<file path="config.mk">
export PLATFORM = sky130hd
export DESIGN_NAME = csp_regs
export DESIGN_NICKNAME = d
export VERILOG_FILES = /design/src/core/csp_pkg.sv /design/src/core/csp_alu_if.sv /design/src/core/csp_flag_calc.sv /design/src/core/csp_regs.sv
export SDC_FILE = /design/constraint.sdc
export NUM_CORES = 1
export LEC_CHECK = 0
export ABC_AREA = 1
export BUFFER_PORTS_ARGS = -buffer_cell sky130_fd_sc_hd__buf_2
export CAP_MARGIN = 20
export CORE_MARGIN = 2
export CORE_UTILIZATION = 50
export DETAILED_ROUTE_END_ITERATION = 10
export PLACE_DENSITY_LB_ADDON = 0.25
export SYNTH_ARGS = -nofsm -noshare
export SYNTH_HDL_FRONTEND = slang
export SYNTH_SLANG_ARGS = --single-unit
</file>
<file path="constraint.sdc">
create_clock -name clk_sys -period 2.6 [get_ports clk_sys]
set_input_delay 0.39 -clock clk_sys [delete_from_list [all_inputs] [get_ports clk_sys]]
set_output_delay 0.39 -clock clk_sys [all_outputs]
set_load 0.01 [all_outputs]
</file>
<file path="src/core/csp_pkg.sv">
// package of the core status and power control register bank
// assumes: single 25 MHz system clock, special register space addressed by 8 bits
package csp_pkg;
  // --------------------------------------------------------------------------
  // special register addresses
  // --------------------------------------------------------------------------
  localparam logic [7:0] ADDR_DATA_POINTER_LOW = 8'h82;
  localparam logic [7:0] ADDR_DATA_POINTER_HIGH = 8'h83;
  localparam logic [7:0] ADDR_POWER_CONTROL = 8'h87;
  localparam logic [7:0] ADDR_PROGRAM_STATUS_WORD = 8'hD0;
  localparam logic [7:0] ADDR_ACCUMULATOR = 8'hE0;
  localparam logic [7:0] ADDR_SECOND_ACCUMULATOR = 8'hF0;
  // --------------------------------------------------------------------------
  // reset values
  // --------------------------------------------------------------------------
  localparam logic [7:0] RST_BYTE = 8'h00;
  localparam logic [15:0] RESET_VECTOR = 16'h0000;
  // --------------------------------------------------------------------------
  // status word fields
  // --------------------------------------------------------------------------
  localparam int PSW_CARRY = 7;
  localparam int PSW_AUX_CARRY = 6;
  localparam int PSW_USER_A = 5;
  localparam int PSW_BANK_HI = 4;
  localparam int PSW_BANK_LO = 3;
  localparam int PSW_OVERFLOW = 2;
  localparam int PSW_USER_B = 1;
  localparam int PSW_PARITY = 0;
  localparam logic [7:0] PSW_SW_MASK = 8'hFE;
  localparam logic [7:0] MUL_LIMIT = 8'hFF;
  // --------------------------------------------------------------------------
  // power control fields
  // --------------------------------------------------------------------------
  localparam int POWER_CONTROL_IDLE = 0;
  localparam int POWER_CONTROL_STOP = 1;
  localparam logic [7:0] POWER_CONTROL_RSVD_MASK = 8'hFC;
  // --------------------------------------------------------------------------
  // arithmetic flag update kinds and power states
  // --------------------------------------------------------------------------
  typedef enum logic [2:0] {
    CSP_OP_NONE, CSP_OP_ADD, CSP_OP_SUB, CSP_OP_MUL, CSP_OP_DIV, CSP_OP_OTHER
  } csp_op_t;
  typedef enum logic [1:0] {CSP_RUN, CSP_IDLE, CSP_STOP} csp_pwr_t;
endpackage

</file>
<file path="src/core/csp_alu_if.sv">
// carrier between the register bank and its flag calculator
// assumes: both ends on clk_sys
`timescale 1ns/100ps
`default_nettype none
interface csp_alu_if;
  import csp_pkg::*;
  csp_op_t op;
  logic [7:0] opa;
  logic [7:0] opb;
  logic cin;
  logic carry;
  logic aux_carry;
  logic overflow;
  logic upd_cy;
  logic upd_ov;
  modport calc (input op, opa, opb, cin, output carry, aux_carry, overflow, upd_cy, upd_ov);
  modport bank (output op, opa, opb, cin, input carry, aux_carry, overflow, upd_cy, upd_ov);
endinterface
`default_nettype wire

</file>
<file path="src/core/csp_flag_calc.sv">
// flag calculator: carry, aux carry and overflow of the finished operation
// assumes: operands stand in the cycle the operation completes
`timescale 1ns/100ps
`default_nettype none
module csp_flag_calc (
  // flag operands and results
  csp_alu_if.calc a
);
  import csp_pkg::*;
  logic [8:0] sum;
  logic [4:0] nib;
  logic [15:0] prod;
  always_comb begin
    sum = 9'h000;
    nib = 5'h00;
    prod = 16'h0000;
    a.carry = 1'b0;
    a.aux_carry = 1'b0;
    a.overflow = 1'b0;
    a.upd_cy = 1'b0;
    a.upd_ov = 1'b0;
    unique case (a.op)
      CSP_OP_ADD: begin
        sum = {1'b0, a.opa} + {1'b0, a.opb} + {8'h00, a.cin};
        nib = {1'b0, a.opa[3:0]} + {1'b0, a.opb[3:0]} + {4'h0, a.cin};
        a.carry = sum[8];
        a.aux_carry = nib[4];
        a.overflow = (a.opa[7] == a.opb[7]) && (sum[7] != a.opa[7]);
        a.upd_cy = 1'b1;
        a.upd_ov = 1'b1;
      end
      CSP_OP_SUB: begin
        sum = {1'b0, a.opa} - {1'b0, a.opb} - {8'h00, a.cin};
        nib = {1'b0, a.opa[3:0]} - {1'b0, a.opb[3:0]} - {4'h0, a.cin};
        a.carry = sum[8];
        a.aux_carry = nib[4];
        a.overflow = (a.opa[7] != a.opb[7]) && (sum[7] != a.opa[7]);
        a.upd_cy = 1'b1;
        a.upd_ov = 1'b1;
      end
      CSP_OP_MUL: begin
        prod = {8'h00, a.opa} * {8'h00, a.opb};
        a.overflow = prod > {8'h00, MUL_LIMIT};
        a.upd_cy = 1'b1;
        a.upd_ov = 1'b1;
      end
      CSP_OP_DIV: begin
        a.overflow = a.opb == RST_BYTE;
        a.upd_cy = 1'b1;
        a.upd_ov = 1'b1;
      end
      CSP_OP_OTHER: begin
        a.upd_cy = 1'b1;
      end
      CSP_OP_NONE: begin
        a.upd_cy = 1'b0;
      end
      default: begin
        a.upd_cy = 1'b0;
      end
    endcase
  end
endmodule
`default_nettype wire

</file>
<file path="src/core/csp_regs.sv">
// core status and power control register bank (top)
// assumes: special register writes and arithmetic results come from the core pipeline
`timescale 1ns/100ps
`default_nettype none
// Summary of operation
// data pointer is low and high byte registers, read/write, reset zero
// carry flag set on add carry or subtract borrow, else cleared
// aux carry set on nibble carry or borrow, else cleared
// two user flags in status bits 5 and 1, software only
// bank select bits 4..3 choose register bank base 0x00,0x08,0x10,0x18
// overflow set on signed overflow, multiply above 255, or divide by zero
// overflow cleared by those instructions otherwise
// status bit 0 is read-only accumulator parity, odd gives one
// status, accumulator, second accumulator at 0xD0,0xE0,0xF0; second resets zero
// writing idle select halts processor after instruction, peripherals keep running
// registers hold their contents throughout idle
// enabled interrupt ends idle, clears select, resumes and services it
// reset ending idle restarts execution at 0x0000
// watchdog reset during idle ends idle
// writing stop select stops oscillator, processor and digital peripherals
// in stop only the missing clock detector stays active
// only reset leaves stop, restarting at 0x0000; interrupts do not wake
// software disables missing clock detector for stops beyond 100 us
// select bits read zero, bits 7..2 reserved, register resets zero
// software never writes one to reserved bits
// stop wins when one write sets both select bits
module csp_regs (
  // clock and reset
  input wire logic clk_sys,
  input wire logic resetn,
  // special register access
  input wire logic [7:0] sfr_addr,
  input wire logic sfr_wr,
  input wire logic [7:0] sfr_wdata,
  input wire logic sfr_rd,
  output logic [7:0] sfr_rdata,
  // arithmetic completion
  input wire csp_pkg::csp_op_t alu_op,
  input wire logic [7:0] alu_opa,
  input wire logic [7:0] alu_opb,
  input wire logic alu_acc_wr,
  input wire logic [7:0] alu_acc_val,
  input wire logic instr_done,
  // wake sources
  input wire logic irq_pending,
  // state seen by the core
  output logic [15:0] data_pointer,
  output logic [4:0] bank_base,
  output logic [15:0] reset_vector,
  output logic cpu_halt,
  output logic periph_halt,
  output logic osc_stop,
  output logic resume_pulse
);
  import csp_pkg::*;
  // --------------------------------------------------------------------------
  // registers
  // --------------------------------------------------------------------------
  logic [7:0] dpl_ff, nxt_dpl;
  logic [7:0] dph_ff, nxt_dph;
  logic [7:0] psw_ff, nxt_psw;
  logic [7:0] acc_ff, nxt_acc;
  logic [7:0] sacc_ff, nxt_sacc;
  logic idle_req_ff, nxt_idle_req;
  logic stop_req_ff, nxt_stop_req;
  csp_pwr_t pwr_ff, nxt_pwr;
  logic resume_ff, nxt_resume;
  logic [7:0] rdata_ff, nxt_rdata;
  logic wr_dpl, wr_dph, wr_psw, wr_acc, wr_sacc, wr_power_control;
  csp_alu_if alu ();
  csp_flag_calc u_calc (
    .a(alu.calc)
  );
  assign alu.op = alu_op;
  assign alu.opa = alu_opa;
  assign alu.opb = alu_opb;
  assign alu.cin = psw_ff[PSW_CARRY];
  // --------------------------------------------------------------------------
  // write decode
  // --------------------------------------------------------------------------
  // registers only change while running; this is what holds them in idle and stop
  logic run;
  assign run = (pwr_ff == CSP_RUN);
  assign wr_dpl = sfr_wr && run && sfr_addr == ADDR_DATA_POINTER_LOW;
  assign wr_dph = sfr_wr && run && sfr_addr == ADDR_DATA_POINTER_HIGH;
  assign wr_psw = sfr_wr && run && sfr_addr == ADDR_PROGRAM_STATUS_WORD;
  assign wr_acc = sfr_wr && run && sfr_addr == ADDR_ACCUMULATOR;
  assign wr_sacc = sfr_wr && run && sfr_addr == ADDR_SECOND_ACCUMULATOR;
  assign wr_power_control = sfr_wr && run && sfr_addr == ADDR_POWER_CONTROL;
  // --------------------------------------------------------------------------
  // data registers
  // --------------------------------------------------------------------------
  always_comb begin
    nxt_dpl = wr_dpl ? sfr_wdata : dpl_ff;
    nxt_dph = wr_dph ? sfr_wdata : dph_ff;
    nxt_sacc = wr_sacc ? sfr_wdata : sacc_ff;
    nxt_acc = acc_ff;
    if (wr_acc) begin
      nxt_acc = sfr_wdata;
    end else if (alu_acc_wr && run) begin
      nxt_acc = alu_acc_val;
    end
  end
  always_comb begin
    nxt_psw = psw_ff;
    if (wr_psw) begin
      nxt_psw = sfr_wdata & PSW_SW_MASK;
    end else if (run && alu.upd_cy) begin
      nxt_psw[PSW_CARRY] = alu.carry;
      nxt_psw[PSW_AUX_CARRY] = alu.aux_carry;
      if (alu.upd_ov) begin
        nxt_psw[PSW_OVERFLOW] = alu.overflow;
      end
    end
    // stored bit 0 unused; parity is recomputed on read
    nxt_psw[PSW_PARITY] = 1'b0;
  end
  always_ff @(posedge clk_sys or negedge resetn) begin
    if (!resetn) begin
      dpl_ff <= RST_BYTE;
      dph_ff <= RST_BYTE;
      psw_ff <= RST_BYTE;
      acc_ff <= RST_BYTE;
      sacc_ff <= RST_BYTE;
    end else begin
      dpl_ff <= nxt_dpl;
      dph_ff <= nxt_dph;
      psw_ff <= nxt_psw;
      acc_ff <= nxt_acc;
      sacc_ff <= nxt_sacc;
    end
  end
  // --------------------------------------------------------------------------
  // power control
  // --------------------------------------------------------------------------
  // select bits are latched until the instruction that wrote them finishes
  always_comb begin
    nxt_idle_req = idle_req_ff;
    nxt_stop_req = stop_req_ff;
    nxt_pwr = pwr_ff;
    nxt_resume = 1'b0;
    if (wr_power_control) begin
      nxt_stop_req = sfr_wdata[POWER_CONTROL_STOP];
      nxt_idle_req = sfr_wdata[POWER_CONTROL_IDLE] && !sfr_wdata[POWER_CONTROL_STOP];
    end
    unique case (pwr_ff)
      CSP_RUN: begin
        if (instr_done && (stop_req_ff || nxt_stop_req)) begin
          nxt_pwr = CSP_STOP;
          nxt_stop_req = 1'b0;
          nxt_idle_req = 1'b0;
        end else if (instr_done && (idle_req_ff || nxt_idle_req)) begin
          nxt_pwr = CSP_IDLE;
        end
      end
      CSP_IDLE: begin
        if (irq_pending) begin
          nxt_pwr = CSP_RUN;
          nxt_idle_req = 1'b0;
          nxt_resume = 1'b1;
        end
      end
      CSP_STOP: begin
        nxt_pwr = CSP_STOP;
      end
    endcase
  end
  // any watchdog or detector reset arrives on resetn and ends both modes
  always_ff @(posedge clk_sys or negedge resetn) begin
    if (!resetn) begin
      idle_req_ff <= 1'b0;
      stop_req_ff <= 1'b0;
      pwr_ff <= CSP_RUN;
      resume_ff <= 1'b0;
    end else begin
      idle_req_ff <= nxt_idle_req;
      stop_req_ff <= nxt_stop_req;
      pwr_ff <= nxt_pwr;
      resume_ff <= nxt_resume;
    end
  end
  // --------------------------------------------------------------------------
  // read path
  // --------------------------------------------------------------------------
  always_comb begin
    nxt_rdata = rdata_ff;
    if (sfr_rd) begin
      unique case (sfr_addr)
        ADDR_DATA_POINTER_LOW: nxt_rdata = dpl_ff;
        ADDR_DATA_POINTER_HIGH: nxt_rdata = dph_ff;
        ADDR_PROGRAM_STATUS_WORD: nxt_rdata = {psw_ff[7:1], ^acc_ff};
        ADDR_ACCUMULATOR: nxt_rdata = acc_ff;
        ADDR_SECOND_ACCUMULATOR: nxt_rdata = sacc_ff;
        ADDR_POWER_CONTROL: nxt_rdata = RST_BYTE;
        default: nxt_rdata = RST_BYTE;
      endcase
    end
  end
  always_ff @(posedge clk_sys or negedge resetn) begin
    if (!resetn) begin
      rdata_ff <= RST_BYTE;
    end else begin
      rdata_ff <= nxt_rdata;
    end
  end
  // --------------------------------------------------------------------------
  // outputs
  // --------------------------------------------------------------------------
  assign sfr_rdata = rdata_ff;
  assign data_pointer = {dph_ff, dpl_ff};
  assign bank_base = {psw_ff[PSW_BANK_HI], psw_ff[PSW_BANK_LO], 3'b000};
  assign reset_vector = RESET_VECTOR;
  assign cpu_halt = (pwr_ff != CSP_RUN);
  assign periph_halt = (pwr_ff == CSP_STOP);
  assign osc_stop = (pwr_ff == CSP_STOP);
  assign resume_pulse = resume_ff;
endmodule
`default_nettype wire

</file>
Word-level counts from Yosys, hierarchy flattened

Cells that the tools add are included.

Register bits: 52
Input bits: 50
Output and inout bits: 49
Logic and storage cells: 95

$add $sub $neg: 8
Multipliers: 1
Order comparisons: 1
Eq/ne operators: 19
Muxes and demuxes: 26
Reduce and logical (&&, ||, !) cells: 28

Operator list:

| cell                                                                  | count |
|---|---|
| 8-bit equality test, second input constant                            | 6 |
| 8-bit case mux with 5 select lines                                    | 1 |
| 16-bit by 8-bit > comparator with 1-bit output, second input constant | 1 |
| 8-bit by 8-bit multiplier with 16-bit output                          | 1 |
| 8-bit two-way mux                                                     | 2 |
| 1-bit logical AND                                                     | 14 |
| 1-bit two-way mux                                                     | 13 |
| 2-bit two-way mux                                                     | 5 |
| 8-bit by 8-bit adder with 9-bit output                                | 1 |
| 9-bit by 1-bit adder with 9-bit output                                | 1 |
| 8-bit by 8-bit subtractor with 9-bit output                           | 1 |
| 9-bit by 1-bit subtractor with 9-bit output                           | 1 |
| 8-bit zero test                                                       | 1 |
| 2-bit nonzero test                                                    | 4 |
| 8-bit XOR reduction                                                   | 1 |
| 3-bit by 2-bit equality test with 1-bit output, second input constant | 2 |
| 3-bit equality test, second input constant                            | 2 |
| 1-bit case mux with 2 select lines                                    | 3 |
| 2-bit case mux with 3 select lines                                    | 1 |
| 4-bit by 4-bit adder with 5-bit output                                | 1 |
| 5-bit by 1-bit adder with 5-bit output                                | 1 |
| 5-bit OR reduction                                                    | 1 |
| 4-bit by 4-bit subtractor with 5-bit output                           | 1 |
| 5-bit by 1-bit subtractor with 5-bit output                           | 1 |
| 13 further kinds                                                      | 17 |

Longest topological paths before layout

Gate-level depths: netlist (run 1).

Word-level depth: 9
Mapped depth: 25
Depth with buffers taken out: 24

Modules after synthesis

A second synthesis (run 1) with hierarchy kept.

Cells, all modules: 827
Area, all modules: 5888.1 sq um

Modules (own cells, without submodules):

| module        | instances | cells an instance | area an instance (sq um) | sequential area each (sq um) |
|---|---|---|---|---|
| csp_flag_calc | 1         | 482               | 3059.2                   | 0.0 |
| csp_regs      | 1         | 345               | 2829.0                   | 1301.2 |

Worst setup path after synthesis (run 1)

OpenSTA, ideal clock, no wires.

Path type: input to register
Start point: input port alu_opb[7]
End point: register psw_ff[2]
Library setup time: 120 ps
Arrival time: 3980 ps
Data required time: 2480 ps
Setup slack: -1499 ps
Cell stages on the path: 22
Buffers on the path: 1
Path through: clkbuf_1 nand2_1 fa_1 fa_1 inv_1 fa_1 inv_1 fa_1 inv_1 ha_1 nand2_1 inv_1 nand2_1 nand2_1 nand2_1 nand3_1 nand2_1 nand2_1 nor2_1 nand3_1 nand2_1 a21oi_2

Cells in the longest elaborated chain, start to end: 8
Elaborated cells on any way between the ends: 17
Those cells by class: 4 x add/sub; 1 x mul; 1 x order compare; 4 x eq/ne; 4 x mux; 3 x reduce/logical

RTL lines:

| element                                                                              | line                | text |
|---|---|---|
| start: declaration                                                                   | csp_regs.sv:40      | `input wire logic [7:0] alu_opb,` |
| branches (longest 4 deep; another with 8-bit by 8-bit multiplier with 16-bit output) | --                  |  |
| 1-bit case mux with 4 select lines (*)                                               | csp_flag_calc.sv:22 | `unique case (a.op)` |
| 1-bit two-way mux (*)                                                                | csp_regs.sv:111     | `if (alu.upd_ov) begin` |
| 1-bit two-way mux (*)                                                                | csp_regs.sv:108     | `end else if (run && alu.upd_cy) begin` |
| 1-bit two-way mux (*)                                                                | csp_regs.sv:106     | `if (wr_psw) begin` |
| end signal: assignment                                                               | csp_regs.sv:128     | `psw_ff <= nxt_psw;` |
| end: declaration                                                                     | csp_regs.sv:61      | `logic [7:0] psw_ff, nxt_psw;` |

Mark *: on every way between the ends. The select of a mux whose other input is x is not followed.
A chain may end at the register's enable or synchronous reset.

Worst setup path after layout (run 1)

Start point: input port alu_opb[4]
End point: register psw_ff[2]

Same word-level chain as after synthesis.

==> flow_metrics.py, run 1 <==
metrics = {
    "sta": {
        "worst_slew_pin_slew_ns": 0.6914,
        "hold_viol": 0,
        "finalMaxSlewViolations": 0,
        "setup_viol": 1,
        "final.min_clock_period_ns": 3.790,
        "rsz0062_at_grt": "yes",
        "clock.fmax_mhz": 263.9,
        "fin_skew_ns": 0.007267,
        "fin_ws_ns": -1.190,
        "fin_tns_setup_ns": -1.190,
        "period_share_pct": 145.8,
        "relSlewSlack_pct": 53.91,
        "whs_ns": 0.1358,
    },
    "synthesis": {
        "synthSimpleGateAreaFrac_pct": 25.10,
        "yosysWarnings": 0,
        "synth_seq_area_share_pct": 22.08,
        "synth_compound_area_share_pct": 9.278,
        "synth-xor-area-share_pct": 1.189,
        "synthMuxAreaShare_pct": 0,
        "avgSynthCellArea_um2": 7.187,
        "yosysUniqueCellTypes": 43,
        "syn_area_um2": 5893,
        "synth_top_family_by_area": "adder cells",
        "syn_inst": 820,
        "ys_ff_latch": 52,
        "synth_adder_area_share_pct": 25.22,
    },
    "status": {
        "violations": "setup timing",
        "status": "finished with violations",
    },
    "job": {
        "maxCapViolCount": 0,
    },
    "critical_path": {
        "path_max_fanout": 7,
        "cp.required_ns": 2.78,
        "regToRegSetupSlack_ns": 0.38,
        "timing_worst_setup_path_type": "in2reg",
        "crit_path_end_kind": "register",
        "critical_path.startpoint_type": "input pin",
        "arrival_ns": 3.97,
    },
    "global_route": {
        "grt_use_total_pct": 21.97,
        "grt_pass1_wl_um": 22870,
        "grt.busiest_layer": "met2",
        "grt_max_degree": 33,
        "use_met1_pct": 32.95,
        "antenna_found_initial": 0,
        "use_met2_pct": 34.65,
        "grt_pass1_vias": 4846,
        "use_met3_pct": 2.646,
        "overflow": 0,
    },
    "clock_network": {
        "path_clk_slew_ns": 0.07,
        "cts_tree": "built",
        "cts_buffers": 5,
        "root_buffer": "clkbuf_16",
        "clockBufferDepth": 2,
        "clk_latency_ns": 0.29,
        "htree_num_levels": 2,
        "clock_sinks": 52,
    },
    "routing": {
        "vias": 5166,
        "drcViolationCount": 0,
        "routed_wl_um": 13650,
        "wl_per_cell_um": 12.70,
        "vias_per_cell": 4.806,
        "drt_iter0_markers": 259,
        "ant_nets": 0,
        "drtPass1Iterations": 5,
    },
    "layout": {
        "syn_to_final_growth_pct": 18.32,
        "nets": 1077,
        "antenna_cells": 0,
        "finalNonFillerCells": 1075,
        "drive_above_1_share_pct": 22.64,
        "nFillCells": 1054,
    },
    "die": {
        "num_rows": 39,
        "die-area_um2": 12670,
        "initial_core_util_pct": 51.39,
        "io_pins": 99,
        "die_h_um": 112.6,
        "coreArea_um2": 11470,
        "die_w_um": 112.6,
    },
    "placed_design": {
        "gp_congestion": 0.8999,
        "port_buffers": 79,
        "post-dp-hpwl_um": 11290,
        "dp_cells": 1065,
        "dpl_worst_slack_ns": -1.466,
    },
    "power": {
        "power.leakage_nw": 4.178,
        "power_mw": 4.338,
        "powerDensity_nw_per_um2": 622.1,
        "peakVddDrop_mv": 0.5666,
    },
    "hold_path": {
        "hp-class": "in2async",
    },
}
==> state kept, by name, summed over array words and instances, names as in the netlist, 2 cells and up <==
register and flops:
dpl_ff 8, sfr_rdata 8, acc_ff 8, dph_ff 8, psw_ff 7, sacc_ff 8, pwr_ff 2
==> cell usage after synthesis (all sizes together) <==
cell type	n	area, µm²
xnor2	6	52.55
nand4	8	56.30
clkbuf	15	56.30
ha	58	725.7
or2	1	6.260
clkinv	1	5.000
o21ai	37	219.0
fa	38	760.7
nand3b	3	22.52
nand2	227	889.6
o211ai	1	7.510
a21o	2	15.01
o21a	6	45.04
nor4	2	12.51
nor3	8	67.56
nor2	45	183.9
a21oi	17	88.84
nand3	42	225.2
nor3b	2	15.01
o21bai	1	7.510
conb	1	3.750
inv	195	731.9
buf	28	212.7
a211oi	1	7.510
o22ai	4	25.02
a31oi	7	43.79
a2bb2oi	1	8.760
dfrtp	52	1301
o221ai	9	78.83
xor2	2	17.52
==> worst paths after layout <==
kind	startpoint	end	cells after the start
max	alu_opb[4]	psw_ff[2]$_DFFE_PN0P_	21
min	resetn	sfr_rdata[7]$_DFFE_PN0P_	1
max reg2reg	psw_ff[7]$_DFFE_PN0P_	psw_ff[2]$_DFFE_PN0P_	13
min reg2reg	sacc_ff[5]$_DFFE_PN0P_	sacc_ff[5]$_DFFE_PN0P_	2
max in group asynchronous	resetn	psw_ff[2]$_DFFE_PN0P_	2
min in group clk_sys	irq_pending	resume_pulse$_DFF_PN0_	3
==> report_power, final <==
| group | switching [mW] | leakage (nW) | internal, mW |
|---|---|---|---|
| logic | 1.51 | 3.44 | 1.15 |
| registers | 0.0858 | 0.663 | 0.937 |
| clock network | 0.301 | 0.0712 | 0.360 |
| total | 1.89 | 4.18 | 2.44 |
==> what timing repair did <==
item                                    4_1_cts  5_1_grt
resized for setup                             1       35
pin swaps                                     0       23
buffers inserted                              0        2
endpoints found under the setup margin        1        1
hold buffers                                  0        0
==> cell usage in the layout, fill, tap and decap left out, drive strengths merged <==
cell type | netlist | final
nor3b | 2 | 2
or2 | 1 | 1
clkbuf | 15 | 8
inv | 195 | 196
o21ai | 37 | 37
a21oi | 17 | 17
a21o | 2 | 2
nor2 | 45 | 45
buf | 28 | 127
nor4 | 2 | 2
nand2 | 227 | 227
conb | 1 | 19
nand4 | 8 | 8
ha | 58 | 58
dfrtp | 52 | 52
clkinv | 1 | 2
nand3 | 42 | 42
o22ai | 4 | 4
a211oi | 1 | 1
fa | 38 | 38
o21bai | 1 | 1
o21a | 6 | 6
nor3 | 8 | 8
nand3b | 3 | 3
o221ai | 9 | 9
o211ai | 1 | 1
xnor2 | 6 | 6
xor2 | 2 | 2
a2bb2oi | 1 | 1
a31oi | 7 | 7
==> per-layer routing <==
layer  part of all wire (%)  vias up
met5                      0        -
li1                       -     2686
met1                     50     2344
met3                    4.1       17
met4                    1.5        0
met2                     44      119
==> cells by family after synthesis <==
kind of cell / Yosys count
buffers and inverters: 239
DFF: 52
adders and majority gates: 96
and+or+nand+nor: 338
other: 1
AOI/OAI and AO/OA: 86
xor gates and xnor gates: 8
==> final cells by class <==
type / instances / area [µm²] / share of cell area, %
multi-input cells: 547 / 3789 / 54.33
flip-flops and latches: 52 / 1301 / 18.66
clock buffers: 6 / 128.9 / 1.848
clock inverters: 2 / 13.76 / 0.1974
inverters: 196 / 737.0 / 10.57
well taps: 143 / 178.9 / 2.566
repair buffers: 129 / 824.5 / 11.82
==> critical path, cell delays in order <==
cell and delay (ns):
buf_6 0.12, ha_4 0.16, fa_1 0.51, fa_1 0.53, fa_1 0.53, inv_2 0.04
fa_1 0.51, inv_2 0.05, ha_4 0.25, nand2_2 0.07, nand2_2 0.07, nand2_2 0.09
nand2_2 0.06, nand2_1 0.09, nand3_1 0.08, nand2_1 0.06, nand2_1 0.05, nor2_1 0.09
nand3_1 0.08, nand2_1 0.08, a21oi_2 0.05
==> through the flow <==
| step | utilization (%) | area [µm²] |
|---|---|---|
| 2_1_floorplan | - | 6178 |
| 3_3_place_gp | 58.57 | 6716 |
| 3_5_place_dp | 58.57 | 6716 |
| 4_1_cts | 59.84 | 6862 |
| 5_1_grt | 60.81 | 6973 |
| 6_report | 60.81 | 6973 |
Note: power is estimated with default switching activity, not from simulation.
==> run 2, diff against run 1 <==
--- a/config.mk
+++ b/config.mk
@@ -11,6 +11,7 @@
 export CORE_MARGIN = 2
 export CORE_UTILIZATION = 50
 export DETAILED_ROUTE_END_ITERATION = 10
+export GPL_TIMING_DRIVEN = 0
 export PLACE_DENSITY_LB_ADDON = 0.25
 export SYNTH_ARGS = -nofsm -noshare
 export SYNTH_HDL_FRONTEND = slang
==> run 2 against run 1 <==
Against the previous run:
- the run still ends with setup timing left
- routed wire length up 0.30%
- count of clock-buffer cells in the layout down 1
- clock power up 5.0%
- combinational power is essentially flat
- critical path depth is 1 higher
- non-clock buffer count stayed put
- final area up 1.6%
- maximum frequency is 2.2% lower
- total power fell by 0.11%
- core utilization grew 0.97 points
- first-iteration DRC count up 23%
- critical path type unchanged
- highest routed layer unchanged
==> flow_metrics.py, run 2 (same netlist as run 1, synthesis figures left out) <==
metrics = {
    "status": {
        "status": "finished with violations",
        "violations": "setup timing",
    },
    "placed_design": {
        "port_buffers": 79,
        "gp_congestion": 0.8982,
        "dp_cells": 1061,
        "placed_cell_area_um2": 6773,
        "post-dp-hpwl_um": 11200,
    },
    "global_route": {
        "grt_max_degree": 36,
        "antenna_found_initial": 0,
        "overflow": 0,
        "grt_pass1_vias": 4901,
        "grt_use_total_pct": 22.20,
        "grt_pass1_wl_um": 23110,
    },
    "die": {
        "initial_core_util_pct": 51.39,
        "coreArea_um2": 11470,
        "die-area_um2": 12670,
        "io_pins": 99,
        "num_rows": 39,
        "die_h_um": 112.6,
        "die_w_um": 112.6,
    },
    "layout": {
        "drive_above_1_share_pct": 22.32,
        "fin_util_pct": 61.78,
        "finalNonFillerCells": 1075,
        "layout_common_cells": "205 x nand2_1, 181 x inv_1, 75 x buf_2",
        "syn_to_final_growth_pct": 20.21,
        "antenna_cells": 0,
        "nFillCells": 1053,
        "nets": 1077,
        "finalInstanceArea_um2": 7084,
        "final_common_cell": "nand2_1",
    },
    "critical_path": {
        "cp.required_ns": 2.78,
        "arrival_ns": 4.06,
        "timing_worst_setup_path_type": "in2reg",
        "critical_path.startpoint_type": "input pin",
        "path_max_fanout": 6,
        "crit_path_end_kind": "register",
        "regToRegSetupSlack_ns": 0.45,
    },
    "routing": {
        "vias_per_cell": 4.900,
        "drcViolationCount": 0,
        "drt_iter0_markers": 318,
        "ant_nets": 0,
        "routed_wl_um": 13690,
        "vias": 5267,
        "wl_per_cell_um": 12.74,
        "drtPass1Iterations": 4,
    },
    "sta": {
        "clock.fmax_mhz": 258.2,
        "fin_ws_ns": -1.274,
        "finalMaxSlewViolations": 0,
        "hold_viol": 0,
        "setup_viol": 1,
        "final.min_clock_period_ns": 3.874,
        "rsz0062_at_grt": "yes",
        "fin_skew_ns": 0.01310,
        "period_share_pct": 149.0,
        "whs_ns": 0.01193,
    },
    "hold_path": {
        "hp-class": "in2async",
    },
    "clock_network": {
        "clockBufferDepth": 2,
        "htree_num_levels": 2,
        "clk_latency_ns": 0.30,
        "clock_sinks": 52,
        "path_clk_slew_ns": 0.08,
        "cts_buffers": 5,
        "cts_hold_buf": 0,
        "cts_tree": "built",
        "root_buffer": "clkbuf_16",
    },
    "power": {
        "p_switching_mw": 1.923,
        "power.leakage_nw": 4.243,
        "powerDensity_nw_per_um2": 611.6,
        "peakVddDrop_mv": 0.4699,
        "intPower_mw": 2.410,
        "p_sw_share_pct": 44.38,
        "combPwrFrac_pct": 60.5,
        "seqPwrFrac_pct": 23.5,
        "clock_power_share_pct": 16.0,
    },
    "job": {
        "maxCapViolCount": 0,
    },
}
run 2: area by class of cell:
class	count	area (µm²)	area share, %
tap	143	178.9	2.526
multi-input combinational	547	3799	53.62
buffer	42	420.4	5.934
timing repair buffer	87	495.5	6.994
clock inverter	3	27.53	0.3886
inverter	196	737.0	10.40
clock buffer	5	125.1	1.766
sequential	52	1301	18.37
run 2: what timing repair did:
action	4_1_cts	5_1_grt
setup buffers	0	7
endpoints found under the setup margin	1	2
resized for setup	6	34
pin swaps	6	22
run 2: path summary, 6_finish.rpt:
check / startpoint / endpoint / cells after the start
max: alu_opb[5] / psw_ff[2]$_DFFE_PN0P_ / 22
min: resetn / sfr_rdata[7]$_DFFE_PN0P_ / 1
max reg2reg: psw_ff[7]$_DFFE_PN0P_ / psw_ff[2]$_DFFE_PN0P_ / 13
min reg2reg: sacc_ff[6]$_DFFE_PN0P_ / sacc_ff[6]$_DFFE_PN0P_ / 2
max in group asynchronous: resetn / dpl_ff[2]$_DFFE_PN0P_ / 2
min in group clk_sys: irq_pending / resume_pulse$_DFF_PN0_ / 3
run 2: per-stage QoR:
stage                     power, mW  setup TNS [ns]  setup WS (ns)
after floorplan               2.983          -1.144         -1.144
after global routing          4.798          -1.466         -1.466
after CTS                     4.221          -1.250         -1.250
final                         4.333          -1.274         -1.274
after detailed placement      3.501          -1.945         -1.656
after global placement        3.467          -1.863         -1.631
run 2: metal layers:
layer	wire (µm)	vias up	share of wire, %	global-route usage (%)
met5	0	-	0	0
met1	6565	2402	48	33.30
met4	206	0	1.5	5.122
met3	760	20	5.6	2.322
li1	-	2685	-	-
met2	6160	160	45	34.69
run 2: worst max-delay path: stages:
cell,delay (ns)
buf_4,0.13
clkbuf_16,0.15
nand2_2,0.06
inv_2,0.03
fa_1,0.45
fa_1,0.50
fa_1,0.53
inv_2,0.04
fa_1,0.51
inv_2,0.05
ha_4,0.30
nand2_4,0.07
nor2_1,0.11
nand2_1,0.07
nand2_1,0.06
nand2_1,0.04
nand2_1,0.05
nand3_1,0.09
nor2_2,0.15
nand3_2,0.12
nand2_2,0.09
a21oi_2,0.04
run 2: power by group through the flow:
stage	registers [mW]	logic [mW]	clock network (mW)
floorplan	1.03	1.95	0
global placement	1.03	2.44	0
global route	1.04	3.03	0.735
detailed placement	1.03	2.47	0
CTS	1.02	2.51	0.696
finish	1.02	2.62	0.693
==> run 3, diff against run 2 <==
--- a/config.mk
+++ b/config.mk
@@ -15,4 +15,5 @@
 export PLACE_DENSITY_LB_ADDON = 0.25
 export SYNTH_ARGS = -nofsm -noshare
 export SYNTH_HDL_FRONTEND = slang
+export SYNTH_HIERARCHICAL = 1
 export SYNTH_SLANG_ARGS = --single-unit
==> run 3 against run 2 <==
Against the previous run:
- the flow still finishes with violations (setup timing)
- first-iteration DRC count is 32% higher
- combinational power grew 3%
- die area is essentially flat
- critical path type unchanged
- critical endpoint unchanged
==> flow_metrics.py, run 3 <==
metrics = {
    "routing": {
        "wl_per_cell_um": 12.99,
        "drt_iter0_markers": 419,
        "ant_nets": 0,
        "vias_per_cell": 4.933,
        "routed_wl_um": 13960,
        "drcViolationCount": 0,
        "vias": 5303,
        "drtPass1Iterations": 5,
    },
    "critical_path": {
        "cp_top_family": "adder cells",
        "cp.depth": 27,
        "crit_path_end_kind": "register",
        "cpMostUsedCell": "nand2_1",
        "r2r_start": "psw_ff[7]$_DFFE_PN0P_",
        "arrival_ns": 4.39,
        "path_max_fanout": 8,
        "slowest_stage": "fa_1",
        "startpoint": "alu_opa[2]",
        "critical_path.startpoint_type": "input pin",
        "ff2ff_path_depth": 16,
        "slowest_delay_ns": 0.50,
        "path_buf_inv": 7,
        "cp.required_ns": 2.78,
        "timing_worst_setup_path_type": "in2reg",
    },
    "die": {
        "coreArea_um2": 11470,
        "io_pins": 99,
        "num_rows": 39,
        "die_w_um": 112.5,
        "initial_core_util_pct": 51.35,
        "die_h_um": 112.5,
        "die-area_um2": 12660,
    },
    "global_route": {
        "grt_max_degree": 32,
        "antenna_found_initial": 0,
        "grt_pass1_wl_um": 23320,
        "overflow": 0,
        "grt_pass1_vias": 4962,
        "grt_use_total_pct": 22.51,
    },
    "clock_network": {
        "clock_sinks": 52,
        "cts_buffers": 5,
        "path_clk_slew_ns": 0.07,
        "cts_tree": "built",
        "postCtsSetupRepairBufs": 0,
        "htree_num_levels": 2,
        "cts_hold_buf": 0,
        "clk_latency_ns": 0.30,
        "clockBufferDepth": 2,
        "root_buffer": "clkbuf_16",
    },
    "synthesis": {
        "synth_common_cells": "209 x nand2_1, 193 x inv_1, 60 x ha_1",
        "ys_top_cells_by_area": "dfrtp_1 22%, nand2_1 13%, ha_1 13%",
        "yosys_most_used_dff": "dfrtp_1",
        "yosysUniqueCellTypes": 40,
        "synth_edf_count": 0,
        "synth_top_area_share_pct": 22.10,
        "synth_most_common_cell": "nand2_1",
        "yosysWarnings": 6,
        "ys_async_sr_fraction_pct": 100.0,
        "yosysTopAreaCell": "dfrtp_1",
        "syn_inst": 827,
        "avgSynthCellArea_um2": 7.120,
        "ys_ff_latch": 52,
        "syn_area_um2": 5888,
        "synth_seq_area_share_pct": 22.10,
    },
    "sta": {
        "relSlewSlack_pct": 65.99,
        "rsz0062_at_grt": "yes",
        "finalMaxSlewViolations": 0,
        "whs_ns": 0.05518,
        "final.min_clock_period_ns": 4.210,
        "setup_viol": 1,
        "fin_skew_ns": 0.005283,
        "worst_slew_pin_slew_ns": 0.5101,
        "fin_ws_ns": -1.610,
        "fin_tns_setup_ns": -1.610,
        "period_share_pct": 161.9,
        "clock.fmax_mhz": 237.5,
        "hold_viol": 0,
    },
    "layout": {
        "layout_common_cells": "197 x nand2_1, 187 x inv_1, 82 x buf_2",
        "drive_above_1_share_pct": 21.46,
        "syn_to_final_growth_pct": 18.81,
        "antenna_cells": 0,
        "finalNonFillerCells": 1075,
        "final_common_cell": "nand2_1",
        "nets": 1077,
        "fin_util_pct": 61.00,
    },
    "power": {
        "power.leakage_nw": 4.172,
        "powerDensity_nw_per_um2": 629.5,
        "peakVddDrop_mv": 0.4412,
        "power_mw": 4.404,
    },
    "status": {
        "violations": "setup timing",
        "status": "finished with violations",
    },
    "placed_design": {
        "gp_congestion": 0.8557,
        "post-dp-hpwl_um": 11320,
        "port_buffers": 79,
        "dp_cells": 1068,
    },
    "hold_path": {
        "hp-class": "in2async",
    },
    "job": {
        "maxCapViolCount": 0,
    },
}
==> run 3: final cells by class <==
| type | count | area (µm²) |
|---|---|---|
| clock buffer | 5 | 125.1 |
| tap | 143 | 178.9 |
| clock inverter | 3 | 27.53 |
| multi-input combinational | 547 | 3792 |
| buffer | 43 | 394.1 |
| timing repair buffer | 80 | 417.9 |
| sequential | 52 | 1301 |
| inverter | 202 | 758.2 |
| fill | 1078 | 4472 |
==> run 3: cell families after synthesis <==
logic type,synth area share (%)
and+or+nand+nor,25.12
buffers and inverters,17.28
adders and majority gates,24.99
AOI/OAI and AO/OA,8.755
DFF,22.10
xor gates and xnor gates,1.339
muxes,0.3612
other,0.06369
==> run 3: worst register-to-register path, cell delays in order (launching register included) <==
cell and delay, ns:
dfrtp_1 0.37, inv_1 0.05, ha_1 0.26, a21o_1 0.16, ha_1 0.26, nand2_1 0.05, nand2_1 0.09, nand4_1 0.09
nand2_1 0.12, nand2_1 0.06, nand3_1 0.06, o21ai_1 0.05, nor2_1 0.08, nand2_1 0.07, mux2_4 0.25, nand2_1 0.06
o21ai_1 0.06
==> run 3: stage by stage <==
stage	area [µm²]	setup slack, ns
after floorplan	6190	-1.502
after global placement	6764	-2.005
after detailed placement	6784	-2.022
after CTS	6989	-1.617
after global routing	6995	-1.831
final	6995	-1.610
==> run 3: final timing paths <==
path	endpoint	slack [ns]
worst min-delay path	dph_ff[5]$_DFFE_PN0P_	0.06
min in group clk_sys	resume_pulse$_DFF_PN0_	0.31
worst min register to register	psw_ff[5]$_DFFE_PN0P_	0.49
worst max-delay path	psw_ff[2]$_DFFE_PN0P_	-1.61
max in group asynchronous	sacc_ff[0]$_DFFE_PN0P_	2.01
worst max register to register	psw_ff[2]$_DFFE_PN0P_	0.35
==> run 3: report_power, final <==
group | switching [mW] | internal, mW
registers | 0.0821 | 0.938
logic | 1.59 | 1.10
clock network | 0.327 | 0.366
total | 2.00 | 2.40
==> run 3: timing repair <==
item | CTS | global route
setup endpoints to repair | 1 | 2
pin swaps | 7 | 0
gates resized for setup | 14 | 5
==> run 3: per-layer routing <==
metal / vias to the layer above / share of wire [%] / track usage [%]
met5: - / 0 / 0
met4: 0 / 1.1 / 4.553
met3: 12 / 6.3 / 2.646
met2: 184 / 48 / 38.76
met1: 2413 / 45 / 30.81
li1: 2694 / - / -
